<file path="config.mk">
export PLATFORM = sky130hd
export DESIGN_NAME = sfc_top
export DESIGN_NICKNAME = d
export VERILOG_FILES = /design/src/sfc_pkg.sv /design/src/sfc_fifo2.sv /design/src/sfc_rate_timer.sv /design/src/sfc_top.sv
export SDC_FILE = /design/constraint.sdc
export NUM_CORES = 1
export LEC_CHECK = 0
export ABC_AREA = 1
export BUFFER_PORTS_ARGS = -buffer_cell sky130_fd_sc_hd__buf_2
export CAP_MARGIN = 0
export CORE_AREA = 2 2 203 205
export DETAILED_ROUTE_END_ITERATION = 8
export DIE_AREA = 0 0 205 207
export PLACE_DENSITY = 0.67
export SLEW_MARGIN = 5
export SYNTH_ARGS = -nofsm -noshare
export SYNTH_HDL_FRONTEND = slang
export SYNTH_SLANG_ARGS = --single-unit
</file>
<file path="constraint.sdc">
create_clock -name mclk_i -period 13.82 [get_ports mclk_i]
set_input_delay 3.455 -clock mclk_i [delete_from_list [all_inputs] [get_ports mclk_i]]
set_output_delay 3.455 -clock mclk_i [all_outputs]
set_load 0.02 [all_outputs]
</file>
<file path="src/sfc_pkg.sv">
`default_nettype none
package sfc_pkg;

  // divider word and decimation base
  localparam int FS_W     = 10;
  localparam int DEC_LOG2 = 10;                  // 1024 master ticks per divider unit
  localparam int SUB_W    = 24;                  // one base-period partial sum
  localparam int WIN_W    = SUB_W + 2;           // up to four partial sums
  localparam int DATA_W   = 32;
  localparam int ADR_W    = 8;

  // nominal converter master clock, for reference only
  localparam int FCLK_NOM_HZ = 4920000;
  // host clock of this block: 250 MHz
  localparam int MCLK_PERIOD_NS = 4;

  localparam logic [2:0]       ORDER_FILTER_ORDER_SELECT = 3'h3;
  localparam logic [2:0]       ORDER_SINC4 = 3'h4;
  localparam logic [FS_W-1:0]  FS_MIN      = 10'h001;
  localparam logic [FS_W-1:0]  FS_RESET    = 10'h060;

  // register byte offsets
  localparam logic [ADR_W-1:0] ADR_MODE = 8'h00;
  localparam logic [ADR_W-1:0] ADR_STAT = 8'h04;
  localparam logic [ADR_W-1:0] ADR_DATA = 8'h08;
  localparam logic [ADR_W-1:0] ADR_CTRL = 8'h0c;

  // mode register fields
  localparam int MODE_FS_LSB    = 0;
  localparam int MODE_ZL_BIT    = 11;
  localparam int MODE_NOTCH_BIT = 13;
  localparam int MODE_ORDER_BIT = 15;
  localparam int MODE_CHOP_BIT  = 23;

  // status and control fields
  localparam int STAT_READY_BIT = 0;
  localparam int STAT_OVR_BIT   = 1;
  localparam int STAT_STATE_LSB = 2;
  localparam int STAT_POL_BIT   = 4;
  localparam int CTRL_RESTART   = 0;

  typedef struct packed {
    logic            chop;
    logic            order3;
    logic            notch;
    logic            zero_lat;
    logic [FS_W-1:0] fs;
  } sfc_mode_t;

  localparam sfc_mode_t MODE_RESET = '{chop: 1'b0, order3: 1'b0, notch: 1'b0, zero_lat: 1'b0, fs: FS_RESET};

  typedef struct packed {
    logic              chop;
    logic [DATA_W-1:0] value;
  } sfc_result_t;

  typedef enum logic [1:0] {
    SFC_IDLE   = 2'b00,
    SFC_SETTLE = 2'b01,
    SFC_RUN    = 2'b11
  } sfc_state_t;

endpackage
`default_nettype wire

</file>
<file path="src/sfc_fifo2.sv">
`timescale 1ns/1ps
`default_nettype none
module sfc_fifo2 #(
  parameter int W     = 33,
  parameter int DEPTH = 2
) (
  input  wire logic         clk_i,
  input  wire logic         reset_n_i,
  input  wire logic         in_valid_i,
  output logic              in_ready_o,
  input  wire logic [W-1:0] in_data_i,
  output logic              out_valid_o,
  input  wire logic         out_ready_i,
  output logic [W-1:0]      out_data_o
);
  // shift-register queue: head is always slot 0, so outputs come from flops
  logic [DEPTH-1:0] valid_q;
  logic [W-1:0]     data_q [DEPTH];
  logic [DEPTH-1:0] sv;
  logic [W-1:0]     sd [DEPTH];
  logic             pop;
  logic             push;

  assign pop         = valid_q[0] & out_ready_i;
  assign in_ready_o  = ~valid_q[DEPTH-1];
  assign push        = in_valid_i & in_ready_o;
  assign out_valid_o = valid_q[0];
  assign out_data_o  = data_q[0];

  always_comb begin
    for (int i = 0; i < DEPTH; i++) begin
      if (pop) begin
        sv[i] = (i < DEPTH-1) ? valid_q[(i+1)%DEPTH] : 1'b0;
        sd[i] = data_q[(i+1)%DEPTH];
      end else begin
        sv[i] = valid_q[i];
        sd[i] = data_q[i];
      end
    end
  end

  always_ff @(posedge clk_i) begin
    if (!reset_n_i) begin
      valid_q <= '0;
      for (int i = 0; i < DEPTH; i++) data_q[i] <= '0;
    end else begin
      for (int i = 0; i < DEPTH; i++) begin
        if (push && !sv[i] && (i == 0 || sv[(i+DEPTH-1)%DEPTH])) begin
          valid_q[i] <= 1'b1;
          data_q[i]  <= in_data_i;
        end else begin
          valid_q[i] <= sv[i];
          data_q[i]  <= sd[i];
        end
      end
    end
  end
endmodule // sfc_fifo2
`default_nettype wire

</file>
<file path="src/sfc_rate_timer.sv">
`timescale 1ns/1ps
`default_nettype none
module sfc_rate_timer #(
  parameter int FS_W  = 10,
  parameter int DEC_W = 10
) (
  input  wire logic            clk_i,
  input  wire logic            reset_n_i,
  input  wire logic            restart_i,
  input  wire logic            tick_i,
  input  wire logic [FS_W-1:0] fs_i,
  output logic                 period_end_o
);
  // one base period is fs * 2**DEC_W master ticks
  logic [FS_W+DEC_W-1:0] cnt_q;
  logic [FS_W+DEC_W-1:0] last;
  logic                  at_last;

  assign last         = {fs_i, {DEC_W{1'b0}}} - {{(FS_W+DEC_W-1){1'b0}}, 1'b1};
  assign at_last      = (cnt_q == last);
  assign period_end_o = tick_i & at_last & ~restart_i;

  always_ff @(posedge clk_i) begin
    if (!reset_n_i || restart_i) begin
      cnt_q <= '0;
    end else if (tick_i) begin
      cnt_q <= at_last ? '0 : cnt_q + {{(FS_W+DEC_W-1){1'b0}}, 1'b1};
    end
  end
endmodule // sfc_rate_timer
`default_nettype wire

</file>
<file path="src/sfc_top.sv">
// Operation
// - filter_order_select, chop off, word 96: 50 Hz results, 16.7 Hz with zero latency
// - filter_order_select, chop off, word 80: 60 Hz results, 20 Hz with zero latency
// - filter_order_select, chop off, word 480: 10 Hz results, 3.3 Hz with zero latency
// - filter_order_select, word 96 with extra notch: notches at 50 and 60 Hz
// - chop: convert, swap input polarity, convert again, average successive conversions
// - sinc4 chop rate is master clock over 4 x 1024 x divider word
// - filter_order_select chop rate is master clock over 3 x 1024 x divider word
// - chop divider word ranges 1 to 1023
// - chop settling time is two output periods for either order
// - channel change resets filter; first result after full settling, then every period
// - after input step keep converting; accurate two or three conversions later
// - chopping adds notches at odd multiples of half output rate
// - chop with word 96: extra notch leaves output rate unchanged
// - order select 1 picks the third-order filter
// - mode bit 11 enables zero latency, full settling per conversion
`timescale 1ns/1ps
`default_nettype none
module sfc_top
  import sfc_pkg::*;
#(
  parameter int FIFO_DEPTH = 2
) (
  input  wire logic               mclk_i,
  input  wire logic               reset_n_i,
  // modulator side
  input  wire logic               mod_tick_i,
  input  wire logic               mod_bit_i,
  input  wire logic               chan_change_i,
  output logic                    chop_polarity_o,
  output logic                    filter_reset_o,
  // result stream
  output logic                    res_valid_o,
  input  wire logic               res_ready_i,
  output sfc_result_t             res_data_o,
  // classic wishbone slave
  input  wire logic               wb_cyc_i,
  input  wire logic               wb_stb_i,
  input  wire logic               wb_we_i,
  input  wire logic [ADR_W-1:0]   wb_adr_i,
  input  wire logic [3:0]         wb_sel_i,
  input  wire logic [DATA_W-1:0]  wb_dat_i,
  output logic [DATA_W-1:0]       wb_dat_o,
  output logic                    wb_ack_o
);

  localparam logic signed [SUB_W-1:0] SUB_ONE = 24'sh000001;

  sfc_mode_t             mode_q;
  sfc_mode_t             cfg_q;
  sfc_state_t            state_q;
  logic                  restart_q;
  logic                  restart_req;
  logic                  ack_q;
  logic [DATA_W-1:0]     rdat_q;
  logic                  req;
  logic                  wr_fire;
  logic                  rd_fire;
  logic                  period_end;
  logic signed [SUB_W-1:0] acc_q;
  logic signed [SUB_W-1:0] hist_q [3];
  logic signed [SUB_W-1:0] step;
  logic signed [SUB_W-1:0] cur_sub;
  logic signed [WIN_W-1:0] win_sum;
  logic signed [WIN_W-1:0] conv_prev_q;
  logic signed [WIN_W:0]   chop_sum;
  logic signed [WIN_W-1:0] raw;
  logic signed [WIN_W:0]   notch_sum;
  logic signed [WIN_W-1:0] final_val;
  logic signed [WIN_W-1:0] last_out_q;
  logic                  conv_have_q;
  logic                  out_have_q;
  logic [1:0]            phase_q;
  logic [2:0]            nper_q;
  logic [2:0]            order_n;
  logic                  last_phase;
  logic                  emit;
  logic                  pol_q;
  logic                  ready_q;
  logic                  ovr_q;
  logic                  pend_q;
  sfc_result_t           pend_data_q;
  logic                  fifo_in_ready;
  logic [FS_W-1:0]       fs_eff;

  // ---------------------------------------------------------------- bus
  assign req     = wb_cyc_i & wb_stb_i;
  // a write lands on the edge where the master sees ack
  assign wr_fire = req & wb_we_i & ack_q;
  assign rd_fire = req & ~wb_we_i & ack_q;

  always_ff @(posedge mclk_i) begin
    if (!reset_n_i) begin
      ack_q <= 1'b0;
    end else begin
      ack_q <= req & ~ack_q;
    end
  end

  always_ff @(posedge mclk_i) begin
    if (!reset_n_i) begin
      rdat_q <= '0;
    end else if (req && !ack_q) begin
      unique case (wb_adr_i)
        ADR_MODE: rdat_q <= DATA_W'({mode_q.chop, 7'h00, mode_q.order3, 1'b0, mode_q.notch, 1'b0,
                                     mode_q.zero_lat, 1'b0, mode_q.fs});
        ADR_STAT: rdat_q <= DATA_W'({pol_q, state_q, ovr_q, ready_q});
        ADR_DATA: rdat_q <= pend_data_q.value;
        default:  rdat_q <= '0;
      endcase
    end
  end

  assign wb_ack_o = ack_q;
  assign wb_dat_o = rdat_q;

  // mode register, byte lanes honoured
  always_ff @(posedge mclk_i) begin
    if (!reset_n_i) begin
      mode_q <= MODE_RESET;
    end else if (wr_fire && wb_adr_i == ADR_MODE) begin
      if (wb_sel_i[0]) mode_q.fs[7:0] <= wb_dat_i[7:0];
      if (wb_sel_i[1]) begin
        mode_q.fs[FS_W-1:8] <= wb_dat_i[FS_W-1:8];
        mode_q.zero_lat     <= wb_dat_i[MODE_ZL_BIT];
        mode_q.notch        <= wb_dat_i[MODE_NOTCH_BIT];
        mode_q.order3       <= wb_dat_i[MODE_ORDER_BIT];
      end
      if (wb_sel_i[2]) mode_q.chop <= wb_dat_i[MODE_CHOP_BIT];
    end
  end

  // a new mode, a channel change or a software restart opens a new sequence
  assign restart_req = chan_change_i
                     | (wr_fire && wb_adr_i == ADR_MODE)
                     | (wr_fire && wb_adr_i == ADR_CTRL && wb_sel_i[0] && wb_dat_i[CTRL_RESTART]);

  always_ff @(posedge mclk_i) begin
    if (!reset_n_i) begin
      restart_q <= 1'b1;
    end else begin
      restart_q <= restart_req;
    end
  end

  assign filter_reset_o = restart_q;

  // configuration is only taken when a sequence starts
  always_ff @(posedge mclk_i) begin
    if (!reset_n_i) begin
      cfg_q <= MODE_RESET;
    end else if (restart_q) begin
      cfg_q <= mode_q;
    end
  end

  // ---------------------------------------------------------------- timing
  // word 0 is out of range; run it as word 1, the fastest legal rate
  assign fs_eff  = (cfg_q.fs < FS_MIN) ? FS_MIN : cfg_q.fs;
  assign order_n = cfg_q.order3 ? ORDER_FILTER_ORDER_SELECT : ORDER_SINC4;

  sfc_rate_timer #(
    .FS_W  (FS_W),
    .DEC_W (DEC_LOG2)
  ) u_timer (
    .clk_i        (mclk_i),
    .reset_n_i    (reset_n_i),
    .restart_i    (restart_q),
    .tick_i       (mod_tick_i),
    .fs_i         (fs_eff),
    .period_end_o (period_end)
  );

  // ---------------------------------------------------------------- datapath
  // undo the input swap so both polarities add the same sign
  always_comb begin
    if (!mod_tick_i || restart_q) begin
      step = '0;
    end else if (mod_bit_i ^ pol_q) begin
      step = SUB_ONE;
    end else begin
      step = -SUB_ONE;
    end
  end

  assign cur_sub    = acc_q + step;
  assign last_phase = ({1'b0, phase_q} == order_n - 3'h1);

  // window is the newest order_n base periods
  assign win_sum = WIN_W'(cur_sub) + WIN_W'(hist_q[0]) + WIN_W'(hist_q[1])
                 + (cfg_q.order3 ? '0 : WIN_W'(hist_q[2]));

  // chop result averages this conversion with the opposite-polarity one
  assign chop_sum = (WIN_W+1)'(win_sum) + (WIN_W+1)'(conv_prev_q);

  always_comb begin
    emit = 1'b0;
    raw  = win_sum;
    if (period_end) begin
      if (cfg_q.chop) begin
        emit = last_phase && conv_have_q;
        raw  = WIN_W'(chop_sum >>> 1);
      end else if (cfg_q.zero_lat) begin
        emit = last_phase;
      end else begin
        emit = (nper_q >= order_n - 3'h1);
      end
    end
  end

  // extra notch: comb with the previous result, rate untouched
  assign notch_sum = (WIN_W+1)'(raw) + (WIN_W+1)'(last_out_q);
  assign final_val = (cfg_q.notch && out_have_q) ? WIN_W'(notch_sum >>> 1) : raw;

  always_ff @(posedge mclk_i) begin
    if (!reset_n_i || restart_q) begin
      acc_q <= '0;
      for (int i = 0; i < 3; i++) hist_q[i] <= '0;
    end else if (period_end) begin
      acc_q     <= '0;
      hist_q[0] <= cur_sub;
      hist_q[1] <= hist_q[0];
      hist_q[2] <= hist_q[1];
    end else begin
      acc_q <= cur_sub;
    end
  end

  always_ff @(posedge mclk_i) begin
    if (!reset_n_i || restart_q) begin
      phase_q <= '0;
      nper_q  <= '0;
    end else if (period_end) begin
      phase_q <= last_phase ? 2'h0 : phase_q + 2'h1;
      if (nper_q < order_n) nper_q <= nper_q + 3'h1;
    end
  end

  // with chop on, polarity swaps after each settled conversion
  always_ff @(posedge mclk_i) begin
    if (!reset_n_i || restart_q) begin
      pol_q       <= 1'b0;
      conv_have_q <= 1'b0;
      conv_prev_q <= '0;
    end else if (period_end && cfg_q.chop && last_phase) begin
      pol_q       <= ~pol_q;
      conv_have_q <= 1'b1;
      conv_prev_q <= win_sum;
    end
  end

  assign chop_polarity_o = pol_q;

  always_ff @(posedge mclk_i) begin
    if (!reset_n_i || restart_q) begin
      out_have_q <= 1'b0;
      last_out_q <= '0;
    end else if (emit) begin
      out_have_q <= 1'b1;
      last_out_q <= raw;
    end
  end

  always_ff @(posedge mclk_i) begin
    if (!reset_n_i || restart_q) begin
      state_q <= SFC_IDLE;
    end else begin
      unique case (state_q)
        SFC_IDLE:   if (mod_tick_i) state_q <= SFC_SETTLE;
        SFC_SETTLE: if (emit) state_q <= SFC_RUN;
        SFC_RUN:    state_q <= SFC_RUN;
        default:    state_q <= SFC_IDLE;
      endcase
    end
  end

  // ---------------------------------------------------------------- output
  // one result waits here while the buffer is full; a second one overwrites it
  always_ff @(posedge mclk_i) begin
    if (!reset_n_i) begin
      pend_q      <= 1'b0;
      pend_data_q <= '0;
    end else begin
      if (emit) begin
        pend_q      <= 1'b1;
        pend_data_q <= '{chop: cfg_q.chop, value: DATA_W'(final_val)};
      end else if (fifo_in_ready) begin
        pend_q <= 1'b0;
      end
    end
  end

  always_ff @(posedge mclk_i) begin
    if (!reset_n_i) begin
      ready_q <= 1'b0;
      ovr_q   <= 1'b0;
    end else begin
      // set wins over a clear in the same cycle
      if (emit) begin
        ready_q <= 1'b1;
      end else if (rd_fire && wb_adr_i == ADR_DATA) begin
        ready_q <= 1'b0;
      end
      if (emit && pend_q && !fifo_in_ready) begin
        ovr_q <= 1'b1;
      end else if (wr_fire && wb_adr_i == ADR_STAT && wb_sel_i[0] && wb_dat_i[STAT_OVR_BIT]) begin
        ovr_q <= 1'b0;
      end
    end
  end

  sfc_fifo2 #(
    .W     ($bits(sfc_result_t)),
    .DEPTH (FIFO_DEPTH)
  ) u_buf (
    .clk_i       (mclk_i),
    .reset_n_i   (reset_n_i),
    .in_valid_i  (pend_q),
    .in_ready_o  (fifo_in_ready),
    .in_data_i   (pend_data_q),
    .out_valid_o (res_valid_o),
    .out_ready_i (res_ready_i),
    .out_data_o  (res_data_o)
  );

endmodule // sfc_top
`default_nettype wire

</file>
Yosys cells after proc, flatten, opt, wreduce, memory -nomap -nowiden
Memory sizes are Yosys's and may differ from the RTL's.
Cells that the tools add are included.
{ "totals": {"regBits": 200, "ram_bits": 138, "word_cells": 170, "memories": 2} }
{ "memory_table": {"columns": ["memory", "depth", "word_bits", "read_ports", "rd_ports_with_merged_regs", "wr", "line_no", "source"], "rows": [
  ["hist_q", 3, 24, 3, 0, 3, "sfc_top.sv:61", "logic signed [SUB_W-1:0] hist_q [3];"],
  ["u_buf.data_q", 2, 33, 2, 0, 2, "sfc_fifo2.sv:18", "logic [W-1:0] data_q [DEPTH];"]
]} }
{ "op_classes": {"addsub": 11, "order_cmp": 3, "n_eq_ne": 10, "muxes": 54, "bitwise_logic": 25, "reduce_logical": 35} }
{ "ops": {"columns": ["cell", "n"], "rows": [
  ["33-bit 2-to-1 mux", 6],
  ["24-bit 2-to-1 mux", 5],
  ["26-bit 2-to-1 mux", 4],
  ["32-bit case mux with 3 select lines", 1],
  ["26-bit by 26-bit adder with 27-bit output", 2],
  ["1-bit 2-to-1 mux", 31],
  ["25-bit by 24-bit adder with 26-bit output", 1],
  ["26-bit adder", 1],
  ["24-bit by 24-bit adder with 25-bit output", 1],
  ["24-bit adder", 1],
  ["20-bit by 1-bit adder with 20-bit output (second input constant)", 1],
  ["20-bit == test", 1],
  ["20-bit 2-to-1 mux", 1],
  ["20-bit by 1-bit subtractor with 20-bit output (second input constant)", 1],
  ["1-bit logical AND", 18],
  ["8-bit by 4-bit == test with 1-bit output (second input constant)", 2],
  ["1-bit bitwise AND", 10],
  ["10-bit by 1-bit less-than comparator with 1-bit output (second input constant)", 1],
  ["10-bit 2-to-1 mux", 1],
  ["2-bit AND reduction", 5],
  ["1-bit bitwise OR", 9],
  ["8-bit by 3-bit == test with 1-bit output (second input constant)", 1],
  ["8-bit logical NOT", 1],
  ["2-bit 2-to-1 mux", 3],
  ["other kinds (18)", 30]
]} }

Longest topological paths before layout
Gate-level depths: netlist of the first run.
{ "depth": {"word_depth": 12, "mapped_depth": 58} }

Cells and area by module
Synthesis of the first run repeated with hierarchy kept, for this count alone.
{ "unflattened": {"cells_unflattened": 3200, "hier_area_um2": 22404.0} }
{ "modules_own_cells": {"columns": ["mod", "n_inst", "cells_per_inst", "area_each_um2", "seq_area_each_um2"], "rows": [
  ["sfc_top", 1, 2606, 17633.2, 5605.4],
  ["sfc_fifo2", 1, 375, 3365.7, 2021.9],
  ["sfc_rate_timer", 1, 219, 1405.1, 400.4]
]} }

Worst setup path after synthesis of the first run
OpenSTA, ideal clock, no wires.
{ "synth_timing": {"path_type": "input port to flip-flop", "startpoint": "in mod_tick_i", "endpoint": "reg pend_data_q[23] in the netlist's numbering", "arrival_ps": 10496, "t_required_ps": 13687, "setup_slack_ps": 3191, "cell_stages": 55, "cell_sequence": "buf_4 > inv_4 > nor2_8 > nand2_8 > xor2_1 > inv_1 > ha_1 > a31o_2 > nand3_1 > nand2_1 > a31o_2 > nand3_1 > nand2_1 > xor2_1 > inv_1 > fa_1 > inv_1 > fa_1 > [19 not listed] > nand2_1 > xor2_1 > nand2_1 > nand2_1 > ha_1 > nand2_1 > nor2_1 > inv_1 > nor3_1 > nand4_1 > nand3_1 > a31oi_1 > o21ai_0 > nand2_1 > inv_1 > o21ai_0 > o211ai_1 > a21oi_1"} }
{ "synth_between": {"elab_chain_len": 12, "elab_cells_between_ends": 15, "classes_between": "6 x add/sub; 5 x mux; 2 x bitwise; 2 x reduce/logical"} }
{ "synth_rtl": {"columns": ["item", "line_no", "source"], "rows": [
  ["start, declared", "sfc_top.sv:27", "input wire logic mod_tick_i,"],
  ["1-bit logical NOT", "sfc_top.sv:177", "if (!mod_tick_i || restart_q) begin"],
  ["1-bit logical OR", "sfc_top.sv:177", null],
  ["24-bit 2-to-1 mux", "sfc_top.sv:177", null],
  ["24-bit adder", "sfc_top.sv:186", "assign cur_sub = acc_q + step;"],
  ["via cur_sub[10]", "sfc_top.sv:63", "logic signed [SUB_W-1:0] cur_sub;"],
  ["24-bit by 24-bit adder with 25-bit output", "sfc_top.sv:190", "assign win_sum = WIN_W'(cur_sub) + WIN_W'(hist_q[0]) + WIN_W'(hist_q[1])"],
  ["25-bit by 24-bit adder with 26-bit output", "sfc_top.sv:190", null],
  ["26-bit adder", "sfc_top.sv:191", "+ (cfg_q.order3 ? '0 : WIN_W'(hist_q[2]));"],
  ["via win_sum[17]", "sfc_top.sv:64", "logic signed [WIN_W-1:0] win_sum;"],
  ["26-bit by 26-bit adder with 27-bit output", "sfc_top.sv:194", "assign chop_sum = (WIN_W+1)'(win_sum) + (WIN_W+1)'(conv_prev_q);"],
  ["26-bit 2-to-1 mux", "sfc_top.sv:200", "if (cfg_q.chop) begin"],
  ["26-bit 2-to-1 mux", "sfc_top.sv:199", "if (period_end) begin"],
  ["via raw[19]", "sfc_top.sv:67", "logic signed [WIN_W-1:0] raw;"],
  ["26-bit by 26-bit adder with 27-bit output", "sfc_top.sv:212", "assign notch_sum = (WIN_W+1)'(raw) + (WIN_W+1)'(last_out_q);"],
  ["26-bit 2-to-1 mux", "sfc_top.sv:213", "assign final_val = (cfg_q.notch && out_have_q) ? WIN_W'(notch_sum >>> 1) : raw;"],
  ["end signal, assigned", "sfc_top.sv:286", "pend_data_q <= '{chop: cfg_q.chop, value: DATA_W'(final_val)};"],
  ["end, declared", "sfc_top.sv:82", "sfc_result_t pend_data_q;"]
]} }
The timed path passes the listed nets, and every way through them passes these cells.
A chain may end at the register's enable or synchronous reset.

Final worst setup path of the first run
Ends and elaborated chain as after synthesis.

==> flow_summary.json, run 1 <==
{
  "fillerInstances": 3854,
  "cts_buffers": 38,
  "wl_per_cell_um": 15.6,
  "fp.dieW_um": 205,
  "swShare_pct": 26.0,
  "ys_async_sr_fraction_pct": 0,
  "fmax_ghz": 0.0830,
  "setup_violations": 0,
  "viasPerCell": 5.31,
  "crit-reg2reg-launch": "chop_polarity_o",
  "fin_cells": 3167,
  "start_util_pct": 49.4,
  "synth_edf_count": 138,
  "dieArea_um2": 42400,
  "p_total_mw": 2.23,
  "ys_seq_area_share_pct": 40.3,
  "drive_above_1_share_pct": 9.53,
  "place_ws_ns": 1.29,
  "slowest_stage": "fa_1",
  "startpoint_type": "primary input",
  "p_leak_nw": 9.82,
  "tightestPinTransition_ns": 0.915,
  "min_path_cells": 2,
  "dpl_cell_area_um2": 20800,
  "rows": 74,
  "syn_nets": 2727,
  "crit_type": "in2reg",
  "dr.pass1.iters": 6,
  "layout.nets": 2798,
  "period_share_pct": 87.1,
  "combinationalPowerShare_pct": 10.2,
  "maxSlewHeadroom_pct": 39.0,
  "avgSynthCellArea_um2": 7.86,
  "io_pins": 122,
  "outcome": "completed",
  "final_common_cell": "nand2_1",
  "synth_seq_cells": 332,
  "postCtsHoldBufs": 0,
  "dp.cells": 3097,
  "synthFlopType": "dfxtp_1",
  "maxCapViolCount": 0,
  "design_area_um2": 22000,
  "grt.overflow.total": 0,
  "finalSetupTns_ns": 0,
  "grt_max_degree": 97,
  "dpl.hpwl_mm": 35.5,
  "grt_pass1_vias": 16309,
  "syn_inst": 2534,
  "root_buffer": "clkbuf_16",
  "power_density_nw_per_um2": 101,
  "clock_path_buffers": 3,
  "final_cell_mix": "470 x nand2_1, 368 x inv_1, 256 x nor2_1, 224 x o21ai_0, 212 x a21oi_1",
  "die_y_um": 207,
  "grt_usage_pct": 23.4,
  "crit_start": "mod_tick_i",
  "yosysWarnings": 0,
  "report.final.slew_viol_count": 0,
  "cts.clk_slew.worst_paths_ns": 0.06,
  "cts_sinks": 332,
  "area_growth_pct": 10.4,
  "cts-htree-levels": 2,
  "seqPwrFrac_pct": 47.1,
  "tritoncts": "built",
  "drcViolationCount": 0,
  "portBuffers": 102,
  "hold_path.class": "reg2reg",
  "intPower_mw": 1.65,
  "power_switching_uw": 579,
  "post_cts_buffers": 0,
  "routed_wl_mm": 49.5,
  "clk_latency_ns": 0.56,
  "diodes": 0,
  "r2r_end": "pend_data_q[23]",
  "grt_pass1_wl_mm": 81.1,
  "final_hold_viol_count": 0,
  "clkPwrFrac_pct": 42.7,
  "ir_worst_vdd_mv": 0.0794,
  "r2r_cells": 53,
  "cp.arrival_ns": 12.47,
  "cts_resized": 0,
  "yosys.area.top_type": "edfxtp_1",
  "gp_congestion": 0.911,
  "core_um2": 40400,
  "min_period_ns": 12.04,
  "fin_ws_ns": 1.78,
  "clock_skew_ns": 0.0147,
  "critPathMostFrequentCell": "nand2_1",
  "ff2ff_setup_slack_ns": 4.48,
  "antenna_found_initial": 0,
  "vias": 16807,
  "netlist_top_cells_area": "edfxtp_1 21%, dfxtp_1 19%, nand2_1 8.9%",
  "min_from": "wb_dat_o[8]",
  "syn_area_um2": 19900,
  "end_kind": "flip-flop",
  "worstPathMaxFanout": 27,
  "synth.distinct_cells": 62,
  "netlist.area_leader.share_pct": 20.8,
  "worstHoldEndpoint": "wb_dat_o[8]",
  "rsz0062_at_grt": "no",
  "drtAntennaViolNets": 0,
  "drt_iter0_markers": 1137,
  "crit_required_ns": 14.25,
  "max_stage_delay_ns": 0.55
}
power groups by stage:
stage / registers (mW) / logic [mW] / clock network (mW)
2_1_floorplan: 1.08 / 0.155 / 0
3_3_place_gp: 1.07 / 0.221 / 0
3_5_place_dp: 1.07 / 0.225 / 0
4_1_cts: 1.05 / 0.227 / 0.976
5_1_grt: 1.05 / 0.257 / 1.01
6_report: 1.05 / 0.227 / 0.952
cell type report:
type	instances	area (um^2)	area share, %
Tap cell	532	666	3.03
Multi-Input combinational cell	1723	10000	45.6
Timing Repair Buffer	121	653	2.97
Inverter	389	1470	6.66
Sequential cell	332	8030	36.5
Clock buffer	50	1020	4.62
Clock inverter	20	136	0.620
stage by stage:
step	utilization [%]	hold slack, ns
floorplan	-	0.437
global placement	51.6	0.446
detailed placement	51.6	0.453
CTS	54.5	0.465
global route	54.5	0.476
finish	54.5	0.464
cells in the mapped netlist (all sizes together) (11+ instances only):
| cell | n |
|---|---|
| nor2 | 269 |
| ha | 89 |
| dfxtp | 194 |
| o21ai | 239 |
| xor2 | 70 |
| xnor2 | 27 |
| clkbuf | 57 |
| or2 | 11 |
| fa | 51 |
| a31oi | 39 |
| nand2 | 484 |
| buf | 33 |
| a211oi | 19 |
| nor3 | 23 |
| nand3 | 90 |
| inv | 384 |
| edfxtp | 138 |
| a21oi | 214 |
| nand4 | 22 |
state kept, by name, summed over array words and instances (netlist names), 3 cells and up:
register	flops
u_buf.data_q	66
wb_dat_o	26
hist_q	72
conv_prev_q	26
pend_data_q	27
acc_q	24
u_timer.cnt_q	20
last_out_q	26
mode_q	14
nper_q	3
cfg_q	14
worst max path at each step:
stage | cells after the start | slack [ns] | end
2_1_floorplan | 55 | 3.19 | pend_data_q[23]
3_3_place_gp | 55 | 1.36 | pend_data_q[23]
3_5_place_dp | 53 | 1.29 | pend_data_q[23]
4_1_cts | 55 | 1.85 | pend_data_q[23]
5_1_grt | 55 | 0.84 | pend_data_q[25]
6_report | 55 | 1.78 | pend_data_q[23]
critical path: cells and delay by family:
family	cells	cell delay, ns
adders and majority gates	5	1.99
xor gates and xnor gates	4	0.98
and+or+nand+nor	32	4.20
buffers and inverters	6	0.69
AOI/OAI and AO/OA	8	1.14
cell families after synthesis:
| logic type | count (synthesis) | synth area share [%] |
|---|---|---|
| xor gates and xnor gates | 97 | 4.45 |
| adders and majority gates | 140 | 10.7 |
| buffers and inverters | 479 | 9.48 |
| DFF | 332 | 40.3 |
| and+or+nand+nor | 921 | 19.5 |
| AOI/OAI and AO/OA | 565 | 15.5 |
per-layer routing:
metal | GRT usage [%] | vias up | share of wire (%)
met2 | 39.8 | 387 | 48
met5 | 0 | - | 0
met1 | 31.2 | 7891 | 46
met4 | 6.87 | 0 | 2.2
met3 | 2.88 | 70 | 4.4
li1 | - | 8459 | -
Power figures use the tool's default switching activity.
==> run 2: changes to the inputs <==
--- a/config.mk
+++ b/config.mk
@@ -9,9 +9,11 @@
 export BUFFER_PORTS_ARGS = -buffer_cell sky130_fd_sc_hd__buf_2
 export CAP_MARGIN = 0
 export CORE_AREA = 2 2 203 205
+export CTS_BUF_LIST = sky130_fd_sc_hd__clkbuf_8 sky130_fd_sc_hd__clkbuf_16
 export DETAILED_ROUTE_END_ITERATION = 8
 export DIE_AREA = 0 0 205 207
 export PLACE_DENSITY = 0.67
+export SKIP_LAST_GASP = 1
 export SLEW_MARGIN = 5
 export SYNTH_ARGS = -nofsm -noshare
 export SYNTH_HDL_FRONTEND = slang
==> flow_summary.json, run 2 (synthesized netlist as in run 1, its figures left out) <==
{
  "vias": 16773,
  "grt_pass1_wl_mm": 81.1,
  "grt_usage_pct": 23.4,
  "antenna_found_initial": 0,
  "fp.dieW_um": 205,
  "dieArea_um2": 42400,
  "regMostFlops": "hist_q",
  "grt_max_degree": 97,
  "path_delay_family": "simple AND/OR/NAND/NOR gates",
  "cts-htree-levels": 2,
  "rsz0062_at_grt": "no",
  "clock_skew_ns": 0.0168,
  "postCtsHoldBufs": 0,
  "dpl.hpwl_mm": 35.5,
  "place_ws_ns": 1.29,
  "die_y_um": 207,
  "gp_congestion": 0.911,
  "cts_sinks": 332,
  "critPathMostFrequentCell": "nand2_1",
  "drtAntennaViolNets": 0,
  "cts.clk_slew.worst_paths_ns": 0.06,
  "drcViolationCount": 0,
  "wl_per_cell_um": 15.6,
  "worst-path-buf-inv": 6,
  "slowest_stage": "fa_1",
  "tritoncts": "built",
  "maxCapViolCount": 0,
  "routed_wl_mm": 49.4,
  "start_util_pct": 49.4,
  "report.final.slew_viol_count": 0,
  "post_cts_buffers": 0,
  "dr.pass1.iters": 9,
  "crit_type": "in2reg",
  "clk_latency_ns": 0.56,
  "root_buffer": "clkbuf_16",
  "final_cell_mix": "470 x nand2_1, 378 x inv_1, 256 x nor2_1, 224 x o21ai_0, 212 x a21oi_1",
  "io_pins": 122,
  "core_um2": 40400,
  "grt_pass1_vias": 16309,
  "p_total_mw": 2.22,
  "startpoint_type": "primary input",
  "utilization_pct": 54.5,
  "max_stage_delay_ns": 0.55,
  "fin_ws_ns": 1.78,
  "grt.overflow.total": 0,
  "tightestPinTransition_ns": 0.899,
  "drive_above_1_share_pct": 9.53,
  "setup_violations": 0,
  "min_period_ns": 12.04,
  "end_kind": "flip-flop",
  "crit_required_ns": 14.25,
  "area_growth_pct": 10.4,
  "fin_cells": 3167,
  "ir_worst_vdd_mv": 0.0794,
  "portBuffers": 102,
  "viasPerCell": 5.30,
  "largest_register_ffs": 72,
  "p_leak_nw": 9.86,
  "cts_resized": 0,
  "clock_path_buffers": 3,
  "outcome": "completed",
  "cp.arrival_ns": 12.47,
  "worstPathMaxFanout": 27,
  "final_common_cell": "nand2_1",
  "fmax_ghz": 0.0831,
  "hold_path.class": "reg2reg",
  "power_density_nw_per_um2": 101,
  "finalSetupTns_ns": 0,
  "dp.cells": 3097,
  "maxSlewHeadroom_pct": 40.0,
  "layout.nets": 2798,
  "cts_buffers": 38,
  "diodes": 0,
  "final_hold_viol_count": 0,
  "period_share_pct": 87.1,
  "rows": 74,
  "drt_iter0_markers": 1102,
  "top_regs": "hist_q x72, u_buf.data_q x66, pend_data_q x27"
}
## run 2: changes by cell type in the layout (fill, tap and decap cells not counted)
cell | previous run | this run
clkbuf_1 | 10 | 0
inv_1 | 368 | 378
## run 2: layout make-up
class | count | area, um^2
fill | 3854 | 18400
multi-input combinational | 1723 | 10000
sequential | 332 | 8030
inverter | 389 | 1470
clock buffer | 40 | 978
tap | 532 | 666
timing repair buffer | 121 | 653
clock inverter | 30 | 174
## run 2: power by group
group | total [mW] | internal, mW | switching, mW
sequential | 1.05 | 1.04 | 0.0108
combinational | 0.227 | 0.0719 | 0.155
clock | 0.946 | 0.531 | 0.415
total | 2.22 | 1.64 | 0.581
## run 2: worst register-to-register path, delay by kind of cell (launching register included)
kind                     cells  cell delay [ns]
buffers and inverters        4             0.31
adder cells (fa/ha/maj)      5             1.99
AO/OA/AOI/OAI                8             1.14
AND/OR/NAND/NOR             31             4.05
flip-flops                   1             0.54
XOR/XNOR                     5             1.22
## run 2: path summary, 6_finish.rpt
path | end | start | cells past startpoint | slack [ns]
worst min-delay path | wb_dat_o[8] | wb_dat_o[8] | 2 | 0.46
worst max-delay path | pend_data_q[23] | mod_tick_i | 55 | 1.78
worst min register to register | wb_dat_o[8] | wb_dat_o[8] | 2 | 0.46
worst max register to register | pend_data_q[23] | chop_polarity_o | 53 | 4.47
## run 2: routing by layer
metal | GRT usage (%) | part of all wire, %
met1 | 31.2 | 46
met2 | 39.8 | 48
met3 | 2.88 | 4.4
met4 | 6.87 | 2.2
met5 | 0 | 0
## run 2: through the flow
| step | area (um^2) | hold WS, ns |
|---|---|---|
| 3_3_place_gp | 20800 | 0.446 |
| 6_report | 22000 | 0.464 |
| 3_5_place_dp | 20800 | 0.453 |
| 4_1_cts | 22000 | 0.465 |
| 2_1_floorplan | 19900 | 0.437 |
| 5_1_grt | 22000 | 0.476 |
